===== config.mk =====
export PLATFORM = sky130hd
export DESIGN_NAME = esagg_top
export DESIGN_NICKNAME = d
export VERILOG_FILES = /design/src/esagg_latch_bit.v /design/src/esagg_buf_event.v /design/src/esagg_top.v
export VERILOG_INCLUDE_DIRS = /design/src
export SDC_FILE = /design/constraint.sdc
export NUM_CORES = 1
export LEC_CHECK = 0
export BUFFER_PORTS_ARGS = -buffer_cell sky130_fd_sc_hd__buf_2
export CAP_MARGIN = 20
export CORE_MARGIN = 1
export CORE_UTILIZATION = 30
export CTS_CLUSTER_DIAMETER = 120
export DETAILED_ROUTE_END_ITERATION = 12
export GPL_TIMING_DRIVEN = 0
export REMOVE_ABC_BUFFERS = 1
export SYNTH_ARGS = -nofsm -noshare
export SYNTH_HDL_FRONTEND = slang
export SYNTH_SLANG_ARGS = --single-unit

===== constraint.sdc =====
create_clock -name ref_clk_i -period 1.1 [get_ports ref_clk_i]
set_clock_uncertainty 0.05 [all_clocks]
set_input_delay 0.165 -clock ref_clk_i [delete_from_list [all_inputs] [get_ports ref_clk_i]]
set_output_delay 0.165 -clock ref_clk_i [all_outputs]
set_load 0.05 [all_outputs]

===== src/esagg_defines.vh =====
// constants for the event status aggregator
`ifndef ESAGG_DEFINES_VH
`define ESAGG_DEFINES_VH

// ----------------------------------------------------------------------
// register offsets
// ----------------------------------------------------------------------
`define ESAGG_ADDR_STATUS   8'h00
`define ESAGG_ADDR_SRC1     8'h01
`define ESAGG_ADDR_SRC2     8'h02
`define ESAGG_ADDR_TILT     8'h03
`define ESAGG_ADDR_CFG      8'h04
`define ESAGG_ADDR_IRQ_STAT 8'h05
`define ESAGG_ADDR_IRQ_MASK 8'h06
`define ESAGG_ADDR_ROUTE    8'h07

// ----------------------------------------------------------------------
// status field positions
// ----------------------------------------------------------------------
`define ESAGG_BIT_BUF       5
`define ESAGG_BIT_OT        4
`define ESAGG_BIT_WT        3
`define ESAGG_BIT_TILT      2

// ----------------------------------------------------------------------
// config fields and reset values
// ----------------------------------------------------------------------
`define ESAGG_CFG_MODE_LSB  0
`define ESAGG_CFG_OT_LE     2
`define ESAGG_CFG_WT_LE     3
`define ESAGG_MODE_OFF      2'h0
`define ESAGG_MODE_TRIG     2'h3
`define ESAGG_CFG_RST       8'h00
`define ESAGG_MASK_RST      8'h00
`define ESAGG_ROUTE_RST     8'h00

`endif


===== src/esagg_latch_bit.v =====
// one event bit with level copy or read-clear latch behaviour
`timescale 1ns/1ps
module esagg_latch_bit
(
  // clock and reset
  input  wire ref_clk_i,
  input  wire rst_n_i,
  // control
  input  wire cond_i,
  input  wire latch_en_i,
  input  wire clr_i,
  // result
  output wire bit_o
);
  reg bit_q;
  reg bit_d;

  // ----------------------------------------------------------------------
  // next value
  // ----------------------------------------------------------------------
  always @*
  begin
    if (!latch_en_i)
      bit_d = cond_i;
    else if (cond_i)
      bit_d = 1'b1;
    else if (clr_i)
      bit_d = 1'b0;
    else
      bit_d = bit_q;
  end

  always @(posedge ref_clk_i or negedge rst_n_i)
  begin
    if (!rst_n_i)
      bit_q <= 1'b0;
    else
      bit_q <= bit_d;
  end

  assign bit_o = bit_q;
endmodule


===== src/esagg_buf_event.v =====
// buffer event qualification
`timescale 1ns/1ps
`include "esagg_defines.vh"
module esagg_buf_event
(
  // buffer mode and flags
  input  wire [1:0] mode_i,
  input  wire       wmrk_i,
  input  wire       ovf_i,
  input  wire       gate_err_i,
  input  wire       full_i,
  // result
  output wire       event_o
);
  wire wmrk_ok;

  assign wmrk_ok = wmrk_i & (mode_i != `ESAGG_MODE_TRIG);
  assign event_o = (mode_i != `ESAGG_MODE_OFF) &
                   (wmrk_ok | ovf_i | gate_err_i | full_i);
endmodule


===== src/esagg_top.v =====
// event status aggregator with register port and interrupt pins
`timescale 1ns/1ps
`include "esagg_defines.vh"
module esagg_top
(
  // clock and reset
  input  wire       ref_clk_i,
  input  wire       rst_n_i,
  // register port
  input  wire [7:0] addr_i,
  input  wire [7:0] wdata_i,
  input  wire       wr_i,
  input  wire       rd_i,
  output reg  [7:0] rdata_o,
  // buffer function flags
  input  wire       buffer_watermark_flag_i,
  input  wire       buffer_overflow_flag_i,
  input  wire       buffer_gate_error_i,
  input  wire       buffer_full_i,
  // change detector and tilt flags
  input  wire       outside_threshold_active_i,
  input  wire       within_threshold_active_i,
  input  wire       tilt_position_changed_i,
  input  wire       tilt_change_detected_i,
  // interrupt outputs
  output reg        irq_o,
  output reg        first_irq_pin_o,
  output reg        second_irq_pin_o
);
  // ----------------------------------------------------------------------
  // internal state
  // ----------------------------------------------------------------------
  reg  [7:0] cfg_q;
  reg  [7:0] cfg_d;
  reg  [7:0] mask_q;
  reg  [7:0] mask_d;
  reg  [7:0] route_q;
  reg  [7:0] route_d;
  reg  [7:0] istat_q;
  reg  [7:0] istat_d;
  reg        tilt_q;
  reg        tilt_d;
  reg  [7:0] status_q;
  wire [7:0] status_d;
  wire [7:0] status_rise;
  reg  [7:0] rdata_d;
  wire       buf_evt;
  wire       ot_bit;
  wire       wt_bit;
  wire       tilt_set;
  wire       rd_src1;
  wire       rd_src2;
  wire       rd_tilt;
  wire       wr_cfg;
  wire       wr_istat;
  wire       wr_mask;
  wire       wr_route;
  wire [7:0] pend;
  wire [7:0] pend_one;
  wire [7:0] pend_two;
  wire       irq_d;
  wire       first_pin_d;
  wire       second_pin_d;

  // ----------------------------------------------------------------------
  // address decode helpers
  // ----------------------------------------------------------------------
  function is_rd;
    input [7:0] a;
    input [7:0] off;
    input       rd;
    begin
      is_rd = rd & (a == off);
    end
  endfunction

  function is_wr;
    input [7:0] a;
    input [7:0] off;
    input       wr;
    begin
      is_wr = wr & (a == off);
    end
  endfunction

  assign rd_src1  = is_rd(addr_i, `ESAGG_ADDR_SRC1, rd_i);
  assign rd_src2  = is_rd(addr_i, `ESAGG_ADDR_SRC2, rd_i);
  assign rd_tilt  = is_rd(addr_i, `ESAGG_ADDR_TILT, rd_i);
  assign wr_cfg   = is_wr(addr_i, `ESAGG_ADDR_CFG, wr_i);
  assign wr_istat = is_wr(addr_i, `ESAGG_ADDR_IRQ_STAT, wr_i);
  assign wr_mask  = is_wr(addr_i, `ESAGG_ADDR_IRQ_MASK, wr_i);
  assign wr_route = is_wr(addr_i, `ESAGG_ADDR_ROUTE, wr_i);

  // ----------------------------------------------------------------------
  // event sources
  // ----------------------------------------------------------------------
  esagg_buf_event u_buf
  (
    .mode_i     (cfg_q[`ESAGG_CFG_MODE_LSB+1:`ESAGG_CFG_MODE_LSB]),
    .wmrk_i     (buffer_watermark_flag_i),
    .ovf_i      (buffer_overflow_flag_i),
    .gate_err_i (buffer_gate_error_i),
    .full_i     (buffer_full_i),
    .event_o    (buf_evt)
  );

  esagg_latch_bit u_ot
  (
    .ref_clk_i  (ref_clk_i),
    .rst_n_i    (rst_n_i),
    .cond_i     (outside_threshold_active_i),
    .latch_en_i (cfg_q[`ESAGG_CFG_OT_LE]),
    .clr_i      (rd_src1),
    .bit_o      (ot_bit)
  );

  esagg_latch_bit u_wt
  (
    .ref_clk_i  (ref_clk_i),
    .rst_n_i    (rst_n_i),
    .cond_i     (within_threshold_active_i),
    .latch_en_i (cfg_q[`ESAGG_CFG_WT_LE]),
    .clr_i      (rd_src2),
    .bit_o      (wt_bit)
  );

  assign tilt_set = tilt_position_changed_i & tilt_change_detected_i;

  // ----------------------------------------------------------------------
  // tilt change bit, set wins over read clear
  // ----------------------------------------------------------------------
  always @*
  begin
    if (tilt_set)
      tilt_d = 1'b1;
    else if (rd_tilt)
      tilt_d = 1'b0;
    else
      tilt_d = tilt_q;
  end

  always @(posedge ref_clk_i or negedge rst_n_i)
  begin
    if (!rst_n_i)
      tilt_q <= 1'b0;
    else
      tilt_q <= tilt_d;
  end

  // ----------------------------------------------------------------------
  // event status register
  // ----------------------------------------------------------------------
  assign status_d    = {2'b00, buf_evt, ot_bit, wt_bit, tilt_q, 2'b00};
  assign status_rise = status_d & ~status_q;

  always @(posedge ref_clk_i or negedge rst_n_i)
  begin
    if (!rst_n_i)
      status_q <= 8'h00;
    else
      status_q <= status_d;
  end

  // ----------------------------------------------------------------------
  // sticky interrupt status, write one to clear
  // ----------------------------------------------------------------------
  always @*
  begin
    istat_d = istat_q;
    if (wr_istat)
      istat_d = istat_d & ~wdata_i;
    istat_d = istat_d | status_rise;
  end

  always @(posedge ref_clk_i or negedge rst_n_i)
  begin
    if (!rst_n_i)
      istat_q <= 8'h00;
    else
      istat_q <= istat_d;
  end

  // ----------------------------------------------------------------------
  // config, mask and route registers
  // ----------------------------------------------------------------------
  always @*
  begin
    cfg_d = cfg_q;
    if (wr_cfg)
      cfg_d = wdata_i;
  end

  always @(posedge ref_clk_i or negedge rst_n_i)
  begin
    if (!rst_n_i)
      cfg_q <= `ESAGG_CFG_RST;
    else
      cfg_q <= cfg_d;
  end

  always @*
  begin
    mask_d = mask_q;
    if (wr_mask)
      mask_d = wdata_i;
  end

  always @(posedge ref_clk_i or negedge rst_n_i)
  begin
    if (!rst_n_i)
      mask_q <= `ESAGG_MASK_RST;
    else
      mask_q <= mask_d;
  end

  always @*
  begin
    route_d = route_q;
    if (wr_route)
      route_d = wdata_i;
  end

  always @(posedge ref_clk_i or negedge rst_n_i)
  begin
    if (!rst_n_i)
      route_q <= `ESAGG_ROUTE_RST;
    else
      route_q <= route_d;
  end

  // ----------------------------------------------------------------------
  // per-bit masking and pin routing
  // ----------------------------------------------------------------------
  genvar gi;
  generate
    for (gi = 0; gi < 8; gi = gi + 1)
    begin : g_route
      assign pend[gi]     = istat_q[gi] & mask_q[gi];
      assign pend_one[gi] = pend[gi] & ~route_q[gi];
      assign pend_two[gi] = pend[gi] & route_q[gi];
    end
  endgenerate

  assign irq_d        = |pend;
  assign first_pin_d  = |pend_one;
  assign second_pin_d = |pend_two;

  // ----------------------------------------------------------------------
  // interrupt outputs
  // ----------------------------------------------------------------------
  always @(posedge ref_clk_i or negedge rst_n_i)
  begin
    if (!rst_n_i)
      irq_o <= 1'b0;
    else
      irq_o <= irq_d;
  end

  always @(posedge ref_clk_i or negedge rst_n_i)
  begin
    if (!rst_n_i)
      first_irq_pin_o <= 1'b0;
    else
      first_irq_pin_o <= first_pin_d;
  end

  always @(posedge ref_clk_i or negedge rst_n_i)
  begin
    if (!rst_n_i)
      second_irq_pin_o <= 1'b0;
    else
      second_irq_pin_o <= second_pin_d;
  end

  // ----------------------------------------------------------------------
  // read port
  // ----------------------------------------------------------------------
  always @*
  begin
    rdata_d = 8'h00;
    if (rd_i)
    begin
      case (addr_i)
        `ESAGG_ADDR_STATUS:   rdata_d = status_q;
        `ESAGG_ADDR_SRC1:     rdata_d = {7'h00, ot_bit};
        `ESAGG_ADDR_SRC2:     rdata_d = {7'h00, wt_bit};
        `ESAGG_ADDR_TILT:     rdata_d = {7'h00, tilt_q};
        `ESAGG_ADDR_CFG:      rdata_d = cfg_q;
        `ESAGG_ADDR_IRQ_STAT: rdata_d = istat_q;
        `ESAGG_ADDR_IRQ_MASK: rdata_d = mask_q;
        `ESAGG_ADDR_ROUTE:    rdata_d = route_q;
        default:              rdata_d = 8'h00;
      endcase
    end
  end

  always @(posedge ref_clk_i or negedge rst_n_i)
  begin
    if (!rst_n_i)
      rdata_o <= 8'h00;
    else
      rdata_o <= rdata_d;
  end
endmodule


After elaboration in Yosys (flattened, before gate mapping)
Index checks and enable logic that the tools add are counted.
- bitwise logic cells: 50
- equal/unequal tests: 10
- multiplexer cells: 11
- reductions and logical operators: 6
- operator list (cell ; number):
    one-hot mux 8 bit (8 select lines) ; 1
    AND 1 bit ; 34
    == test 8 x 3 -> 1 bit, second input constant ; 4
    OR reduction 8 bit ; 3
    == test 8 x 2 -> 1 bit, second input constant ; 2
    2-to-1 mux 8 bit ; 2
    AND 6 x 8 -> 8 bit ; 1
    AND 8 bit ; 1
    == test 8 x 1 -> 1 bit, second input constant ; 1
    zero test 8 bit ; 1
    2-to-1 mux 1 bit ; 8
    NOT 1 bit ; 8
    NOT 6 -> 8 bit ; 1
    NOT 8 bit ; 1
    OR 8 bit ; 1
    inequality test 3 x 2 -> 1 bit, second input constant ; 2
    nonzero test 2 bit ; 2
    OR 1 bit ; 3
    inequality test 2 bit, second input constant ; 1
- logic and storage cells: 89
- output and inout bits: 11
- bits of input ports: 28
- register bits after elaboration: 50

Depth between registers and ports, before layout
Gate-level depths: netlist of the first run.
- depth in word-level cells: 8
- gate-level depth with buffers: 6
- mapped depth without buffers: 4

Modules after synthesis
A second synthesis of the first run with hierarchy kept.
- cell total of the unflattened synthesis: 179
- area, all modules: 2337.2 µm²
- by module, submodules not included (module ; seq. area each (µm²) ; instances ; area each (µm²) ; cells each):
    esagg_top ; 1201.2 ; 1 ; 2242.2 ; 170
    esagg_latch_bit ; 25.0 ; 2 ; 36.3 ; 3
    esagg_buf_event ; 0.0 ; 1 ; 22.5 ; 3

Least setup slack after synthesis of the first run
No wires, ideal clock.
- path type: input to register
- start point: input port addr_i[2]
- end point: register cfg_q[0]
- stages: 6
- arrival time: 1547 ps
- library setup time: 125 ps
- path slack: -622 ps
- required time: 925 ps
- path buffers: 3
- cell sequence: buf_6 > or3b_1 > buf_6 > or3_4 > buf_6 > mux2_4
- cells in the longest elaborated chain, start to end: 2
- RTL lines (what ; line ; text):
    start: declaration ; esagg_top.v:10 ; input wire [7:0] addr_i,
    == test 8 x 3 -> 1 bit ; esagg_top.v:82 ; is_wr = wr & (a == off);
    AND 1 bit ; esagg_top.v:82 ;
    end signal: assignment ; esagg_top.v:196 ; cfg_q <= `ESAGG_CFG_RST;
    end signal: assignment ; esagg_top.v:198 ; cfg_q <= cfg_d;
    end: declaration ; esagg_top.v:33 ; reg [7:0] cfg_q;
Every way passes these cells.
A chain may end at the register's enable or synchronous reset.

Worst setup path in the final report of the first run
- start point: input port addr_i[1]
- end point: register cfg_q[7]
Same word-level chain as after synthesis.

==> impl_metrics.ini, run 1 <==
[clocking]
cts_made_buffers = 5
clkTransAtPathRegs_ps = 80
cts.sinks = 50
htree_levels = 2
clk_path_buf_depth = 2
root_buffer = clkbuf_8
worstSkewPairLatency_ps = 300
cts_tree = done

[floorplanning]
io_pins = 39
coreArea_um2 = 7410
chipWidth_um = 90.6
start_util_pct = 31.8
die-area_um2 = 8210
rows = 31
die_h_um = 90.6

[route]
viasPerCell = 5.01
dr.pass1.iters = 4
ant_nets = 0
first_iter_violations = 45
route.detailed.drc = 0
wl_per_cell_um = 16.2
drt_wl_total_mm = 5.67
vias = 1752

[setup_path]
rr_startpoint = mask_q[2]$_DFFE_PN0P_
path_cells = buf_12 > or3b_4 > or3_4 > mux2_4
cp_slowest_stage_delay_ps = 490
slowest_stage = or3_4
cp_num_buf_inv = 1
startpoint_type = primary input
cp_max_fo = 8
critPathKind = primary input to register
r2r_cells = 3
r2r-end = second_irq_pin_o$_DFF_PN0_
cp_top_family = simple AND/OR/NAND/NOR gates
end_kind = register
crit_required_ps = 1240
rrSetupSlack_ps = 10
critPathArrivalTime_ps = 1510

[synthesis]
ys_types = 36
netlist_area_um2 = 2360
ys.flop_type = dfrtp_1
yosys_warnings = 0
syn_inst = 195
avgSynthCellArea_um2 = 12.1
async_flop_share_pct = 100
synth-seq-cells = 50
ys_seq_area_share_pct = 53.1
synth_edf_count = 0

[grt]
grt_pass1_wl_mm = 8.92
antenna_found_initial = 0
grt.total_usage_pct = 14.1
overflow = 0
grt_max_degree = 51
grt_pass1_vias = 1753

[worst_hold_path]
min_path_cells = 2
hp-start = outside_threshold_active_i
whs_endpoint = u_ot.bit_o$_DFFE_PN0P_
hold_class = primary input to register

[run]
maxCapViolCount = 0

[timing]
tightest_slew_ps = 379
setup_viol_count_final = 40
max_freq_ghz = 0.727
period_share_pct = 125
final-max-slew-violation-count = 0
period_needed_ps = 1380
relSlewSlack_pct = 74.7
setup_ws_ps = -276
whs_ps = 6.86
rsz0062_at_grt = true
hold_violations = 0

[placement]
dp_hpwl_mm = 3.69
placed_cells = 323
gp_congestion = 0.758
io_buffers = 38
dpl_worst_slack_ps = -919

[final_layout]
final_util_pct = 42.1
layout.cells.non_filler = 350
fill_cells = 712
multiInputGateArea_um2 = 1120
nNetsFinal = 278
syn2layout_area_growth_pct = 32.5
layout_common_cells = 47 x dfrtp_1, 20 x buf_2, 18 x buf_4
final_common_cell = dfrtp_1
seq_area_um2 = 1250
antenna_cells = 0
drive_above_1_share_pct = 46.2

[status]
failed_checks = setup timing
outcome = finished, violations left

[power]
power_density_nw_per_um2 = 1190
ir_drop_mv = 0.488
power_uw = 3720
p_leak_uw = 0.00149
==> synthesized netlist by cell type, types with 2 or more instances <==
| library cell | instances | area, um2 |
|---|---|---|
| o21ai_0 | 3 | 15.0 |
| a22o_1 | 9 | 78.8 |
| and2_1 | 3 | 18.8 |
| a31o_2 | 2 | 17.5 |
| mux2i_1 | 15 | 150 |
| or3_1 | 2 | 12.5 |
| mux2_2 | 16 | 180 |
| buf_2 | 3 | 15.0 |
| mux2_4 | 8 | 120 |
| nand3_1 | 9 | 45.0 |
| nand2_1 | 18 | 67.6 |
| o22ai_1 | 11 | 68.8 |
| a21boi_0 | 5 | 37.5 |
| buf_6 | 3 | 33.8 |
| nand3b_1 | 2 | 15.0 |
| nand4_1 | 5 | 31.3 |
| dfrtp_1 | 50 | 1250 |
| nor2_1 | 6 | 22.5 |
| clkbuf_1 | 2 | 7.51 |
| inv_1 | 7 | 26.3 |
==> area by class of cell <==
type	count	area share [%]
sequential	50	40.2
timing repair buffer	57	15.6
tap	99	3.97
inverter	7	0.842
clock inverter	1	0.962
clock buffer	7	2.44
multi-input combinational	129	36.0
==> registers in the layout, summed over array words and instances, names as in the netlist, 4 cells and up <==
signal,cells
cfg_q,8
mask_q,8
rdata_o,8
route_q,8
istat_q,8
status_q,4
==> report_power, final <==
group	total (uW)	switching (uW)	internal [uW]
combinational	463	240	223
clock	1260	575	681
sequential	2000	79.2	1920
total	3720	894	2820
==> through the flow <==
| stage | TNS, ps | area (um2) |
|---|---|---|
| after global placement | -39230 | 2610 |
| after global routing | -8520 | 3120 |
| after detailed placement | -39310 | 2610 |
| after CTS | -7890 | 2910 |
| final | -8060 | 3120 |
| after floorplan | -17500 | 2300 |
==> how the worst max path moves through the flow <==
stage	start	to	slack, ps	cells after the start
finish	addr_i[1]	cfg_q[7]$_DFFE_PN0P_	-280	4
global route	addr_i[1]	cfg_q[5]$_DFFE_PN0P_	-270	4
CTS	addr_i[4]	cfg_q[5]$_DFFE_PN0P_	-280	5
detailed placement	addr_i[0]	istat_q[3]$_DFF_PN0_	-920	5
global placement	addr_i[0]	istat_q[3]$_DFF_PN0_	-900	5
floorplan	addr_i[1]	cfg_q[0]$_DFFE_PN0P_	-540	3
==> routing by layer <==
metal / wire (um) / track usage, % / up-vias
met5: 0 / 0 / -
met4: 62 / 4.44 / 0
met3: 189 / 3.28 / 6
met2: 2750 / 23.4 / 27
met1: 2670 / 18.0 / 900
li1: - / - / 819
==> timing repair <==
action / 4_1_cts / 5_1_grt
setup buffers: 10 / 7
gates resized for setup: 30 / 42
hold buffers: 0 / 1
pin swaps: 15 / 14
endpoints found under the hold margin: 0 / 50
endpoints found under the setup margin: 47 / 48
==> cells by family after synthesis <==
logic type             after synthesis  share of synthesized area (%)
AOI/OAI and AO/OA                   33                           10.1
buffers and inverters               16                           3.66
DFF                                 50                           53.1
muxes                               39                           19.1
and+or+nand+nor                     57                           14.0
Power figures use the tool's default switching activity.
==> inputs of run 2 (changes only) <==
- CORE_ASPECT_RATIO: unset -> 0.7
- SKIP_LAST_GASP: unset -> 1
==> impl_metrics.ini, run 2 (synthesis gave the netlist of run 1 again) <==
[status]
outcome = finished, violations left
failed_checks = hold timing, setup timing

[setup_path]
crit_required_ps = 1250
startpoint_type = primary input
path_cells = buf_6 > nor4_4 > nand2_2 > or3_4 > mux2_4
r2r_cells = 4
cp_top_family = simple AND/OR/NAND/NOR gates
critPathKind = primary input to register
end_kind = register
cp_num_buf_inv = 1
cp_max_fo = 8
rrSetupSlack_ps = -20
r2r-end = rdata_o[0]$_DFF_PN0_
critPathArrivalTime_ps = 1490
slowest_stage = or3_4
rr_startpoint = u_wt.bit_o$_DFFE_PN0P_
cp_slowest_stage_delay_ps = 450

[clocking]
cts.sinks = 50
cts_made_buffers = 5
holdBufCountCts = 3
clkTransAtPathRegs_ps = 90
root_buffer = clkbuf_8
htree_levels = 2
clk_path_buf_depth = 2
cts_tree = done
worstSkewPairLatency_ps = 310

[grt]
grt_pass1_wl_mm = 9.21
antenna_found_initial = 0
overflow = 0
grt.total_usage_pct = 15.1
grt_pass1_vias = 1704
grt_max_degree = 51

[timing]
relSlewSlack_pct = 56.8
period_share_pct = 122
whs_ps = -176
tightest_slew_ps = 648
hold_violations = 26
setup_ws_ps = -246
setup_viol_count_final = 40
period_needed_ps = 1350
max_freq_ghz = 0.743
rsz0062_at_grt = true
final-max-slew-violation-count = 0

[route]
ant_nets = 0
vias = 1818
wl_per_cell_um = 16.8
first_iter_violations = 79
viasPerCell = 5.04
dr.pass1.iters = 5
route.detailed.drc = 0
drt_wl_total_mm = 6.07

[power]
power_switching_share_pct = 23.5
seqPwrFrac_pct = 48.6
power_density_nw_per_um2 = 1260
clkPwrFrac_pct = 39.0
internal_power_uw = 3150
p_comb_share_pct = 12.4
p_sw_uw = 968
ir_drop_mv = 0.547
p_leak_uw = 0.00157

[final_layout]
antenna_cells = 0
drive_above_1_share_pct = 49.8
nNetsFinal = 290
final_common_cell = dfrtp_1
layout_common_cells = 49 x dfrtp_1, 22 x buf_6, 21 x buf_4
syn2layout_area_growth_pct = 38.9

[placement]
io_buffers = 38
dp_hpwl_mm = 3.82
gp_congestion = 0.758
dpl_worst_slack_ps = -924

[floorplanning]
die-area_um2 = 8220
io_pins = 39
start_util_pct = 31.6
rows = 26
coreArea_um2 = 7450
chipWidth_um = 108
die_h_um = 76.1

[worst_hold_path]
hold_class = primary input to async pin

[run]
maxCapViolCount = 0
[run 2: cell count changes in the layout (fill, tap and decap cells not counted), sizes merged]
cell,previous run,this run
buf,54,66
clkbuf,9,6
dlygate4sd3,1,3
bufinv,1,2
[run 2: through the flow]
stage	power, uW	cell area (um2)	setup TNS, ps	cells	utilization, %
after floorplan	2210	2300	-17500	186	-
after global placement	2400	2610	-38790	322	35.0
after detailed placement	2400	2610	-40460	322	35.0
after CTS	4050	2970	-7830	342	39.8
after global routing	4270	3270	-8500	361	43.9
final	4110	3270	-7360	361	43.9
[run 2: final cells by class]
class | instances | area, um2
tap | 98 | 123
timing repair buffer | 69 | 598
multi-input combinational | 129 | 1130
sequential | 50 | 1250
clock inverter | 2 | 60.1
inverter | 7 | 26.3
fill | 696 | 4180
clock buffer | 6 | 82.6
[run 2: worst max path at each step]
stage / slack [ps] / cells past startpoint / startpoint / end
global placement: -910 / 5 / addr_i[0] / istat_q[2]$_DFF_PN0_
finish: -250 / 5 / addr_i[7] / cfg_q[5]$_DFFE_PN0P_
detailed placement: -920 / 5 / addr_i[0] / istat_q[4]$_DFF_PN0_
global route: -280 / 5 / addr_i[7] / cfg_q[1]$_DFFE_PN0P_
floorplan: -540 / 3 / addr_i[1] / cfg_q[0]$_DFFE_PN0P_
CTS: -280 / 5 / addr_i[4] / cfg_q[5]$_DFFE_PN0P_
[run 2: power by group through the flow]
| stage | Clock [uW] | Combinational, uW | Sequential [uW] |
|---|---|---|---|
| global route | 1700 | 558 | 2010 |
| global placement | 0 | 371 | 2030 |
| floorplan | 0 | 160 | 2050 |
| finish | 1600 | 512 | 2000 |
| CTS | 1630 | 423 | 1990 |
| detailed placement | 0 | 377 | 2030 |
[run 2: repair_timing]
item | CTS | global route
gates resized for setup | 36 | 44
pin swaps | 12 | 22
hold endpoints to repair | 3 | 26
buffers inserted | 9 | 18
endpoints found under the setup margin | 52 | 52
[run 2: routing by layer]
| metal | global-route usage, % | wire [um] |
|---|---|---|
| met5 | 0 | 0 |
| met1 | 23.2 | 3090 |
| met3 | 3.42 | 279 |
| met2 | 20.4 | 2620 |
| met4 | 5.34 | 82 |
==> inputs of run 3 (changes only) <==
- SYNTH_HIERARCHICAL: unset -> 1
==> impl_metrics.ini, run 3 <==
[worst_hold_path]
hold_class = primary input to register
hp-start = within_threshold_active_i
min_path_cells = 2
whs_endpoint = u_wt/bit_o$_DFFE_PN0P_

[synthesis]
yosys_warnings = 6
synth_top_area_share_pct = 53.5
synthTopCellsByArea = dfrtp_1 54%, mux2_2 14%, mux4_2 3.9%
syn_inst = 179
async_flop_share_pct = 100
netlist_area_um2 = 2340
synth-seq-cells = 50
ys.flop_type = dfrtp_1
synth_edf_count = 0
avgSynthCellArea_um2 = 13.1
synth_most_common_cell = dfrtp_1
ys_seq_area_share_pct = 53.5
ys_types = 40
synth_commonest_cells = 50 x dfrtp_1, 29 x mux2_2, 11 x nand3_1, 10 x nand2_1, 10 x nor2b_1
synth_area_leader_cell = dfrtp_1

[timing]
period_needed_ps = 1250
period_share_pct = 114
setup_ws_ps = -153
max_freq_ghz = 0.798
setup_viol_count_final = 16
relSlewSlack_pct = 69.9
hold_violations = 0
tightest_slew_ps = 451
final-max-slew-violation-count = 0
rsz0062_at_grt = true
whs_ps = 10.2

[route]
route.detailed.drc = 0
drt_wl_total_mm = 5.84
dr.pass1.iters = 4
vias = 1725
first_iter_violations = 78
viasPerCell = 4.99
ant_nets = 0
wl_per_cell_um = 16.9

[clocking]
cts_tree = done
cts_made_buffers = 5
root_buffer = clkbuf_8
worstSkewPairLatency_ps = 310
htree_levels = 2
clk_path_buf_depth = 2
clkTransAtPathRegs_ps = 100
cts.sinks = 50

[final_layout]
nNetsFinal = 275
multiInputGateArea_um2 = 1110
final_util_pct = 42.3
syn2layout_area_growth_pct = 34.3
drive_above_1_share_pct = 48.0
layout.cells.non_filler = 346
final_area_um2 = 3140
antenna_cells = 0
fill_cells = 692
layout_common_cells = 49 x dfrtp_1, 27 x mux2_2, 22 x buf_2
final_common_cell = dfrtp_1
seq_area_um2 = 1250

[setup_path]
r2r_cells = 3
cp_max_fo = 4
startpoint_type = register
critPathArrivalTime_ps = 1400
rr_startpoint = cfg_q[0]$_DFFE_PN0P_
r2r-end = rdata_o[0]$_DFF_PN0_
end_kind = register
critPathKind = register to register
rrSetupSlack_ps = -150
crit_required_ps = 1240

[power]
p_leak_uw = 0.00143
ir_drop_mv = 0.499
power_density_nw_per_um2 = 1140

[grt]
met3_usage_pct = 3.68
grt_pass1_vias = 1765
grt_max_degree = 51
antenna_found_initial = 0
met2_usage_pct = 23.7
top_usage_layer = met2
overflow = 0
grt_pass1_wl_mm = 9.35
grt.total_usage_pct = 15.6
met1_usage_pct = 22.4

[placement]
io_buffers = 38
gp_congestion = 0.755
placed_cell_area_um2 = 2620
placed_cells = 310
dp_hpwl_mm = 3.82

[floorplanning]
chipWidth_um = 107
io_pins = 39
die-area_um2 = 8150
coreArea_um2 = 7420
rows = 26
start_util_pct = 31.5
die_h_um = 75.9

[status]
outcome = finished, violations left
failed_checks = setup timing

[run]
maxCapViolCount = 0
run 3: changes by cell type after synthesis, sizes merged, moves of 4 or more:
| cell | before | now |
|---|---|---|
| nor2 | 6 | 1 |
| o22ai | 11 | 2 |
| nand3 | 9 | 13 |
| a22o | 9 | 1 |
| mux2 | 24 | 29 |
| a221o | 0 | 4 |
| mux4 | 0 | 4 |
| nor2b | 0 | 10 |
| nand2 | 18 | 10 |
| mux2i | 15 | 4 |
| buf | 7 | 3 |
run 3: worst max-delay path by stage:
stage,startpoint,endpoint,slack (ps)
after floorplan,addr_i[4],cfg_q[0]$_DFFE_PN0P_,-130
after global placement,addr_i[1],cfg_q[7]$_DFFE_PN0P_,-680
after detailed placement,addr_i[1],cfg_q[7]$_DFFE_PN0P_,-660
after CTS,cfg_q[0]$_DFFE_PN0P_,rdata_o[0]$_DFF_PN0_,-160
after global routing,cfg_q[0]$_DFFE_PN0P_,rdata_o[0]$_DFF_PN0_,-200
final,cfg_q[0]$_DFFE_PN0P_,rdata_o[0]$_DFF_PN0_,-150
run 3: area by class of cell:
cell class	count	area share (%)
clock buffer	6	2.63
clock inverter	2	0.399
inverter	4	0.478
multi-input combinational	120	35.3
sequential	50	39.9
tap	98	3.91
timing repair buffer	66	17.4
run 3: kinds of logic after synthesis:
kind of cell	after synthesis	share of synthesized area, %
flops	50	53.5
simple gates	57	16.2
mux	37	19.5
compound gates	26	8.62
buf+inv	9	2.14
run 3: critical path: stages, from the launching register on:
cell     delay (ps)
dfrtp_1         420
mux4_2          470
nor2b_1         120
nor3_1           70
run 3: metal layers:
metal	routed length [um]	vias to the layer above
met5	0	-
met4	44	0
met3	318	5
met2	2430	42
met1	3050	867
li1	-	811
run 3: where the power goes:
part           switching [uW]  internal [uW]  leakage (uW)
clock                     642            507     0.0000472
sequential               50.4           1900      0.000652
combinational             243            239      0.000736
total                     936           2650       0.00143
run 3: what timing repair did:
item	4_1_cts	5_1_grt
setup buffers	21	4
hold buffers	1	1
endpoints found under the hold margin	1	18
endpoints found under the setup margin	52	40
pin swaps	10	11
gates resized for setup	30	21
run 3: stage by stage:
stage | setup TNS, ps | worst slack [ps] | total power, uW
6_report | -808 | -153 | 3580
5_1_grt | -1680 | -203 | 3730
4_1_cts | -665 | -158 | 3570
3_5_place_dp | -26440 | -661 | 2360
3_3_place_gp | -25240 | -678 | 2360
2_1_floorplan | -3730 | -131 | 2180
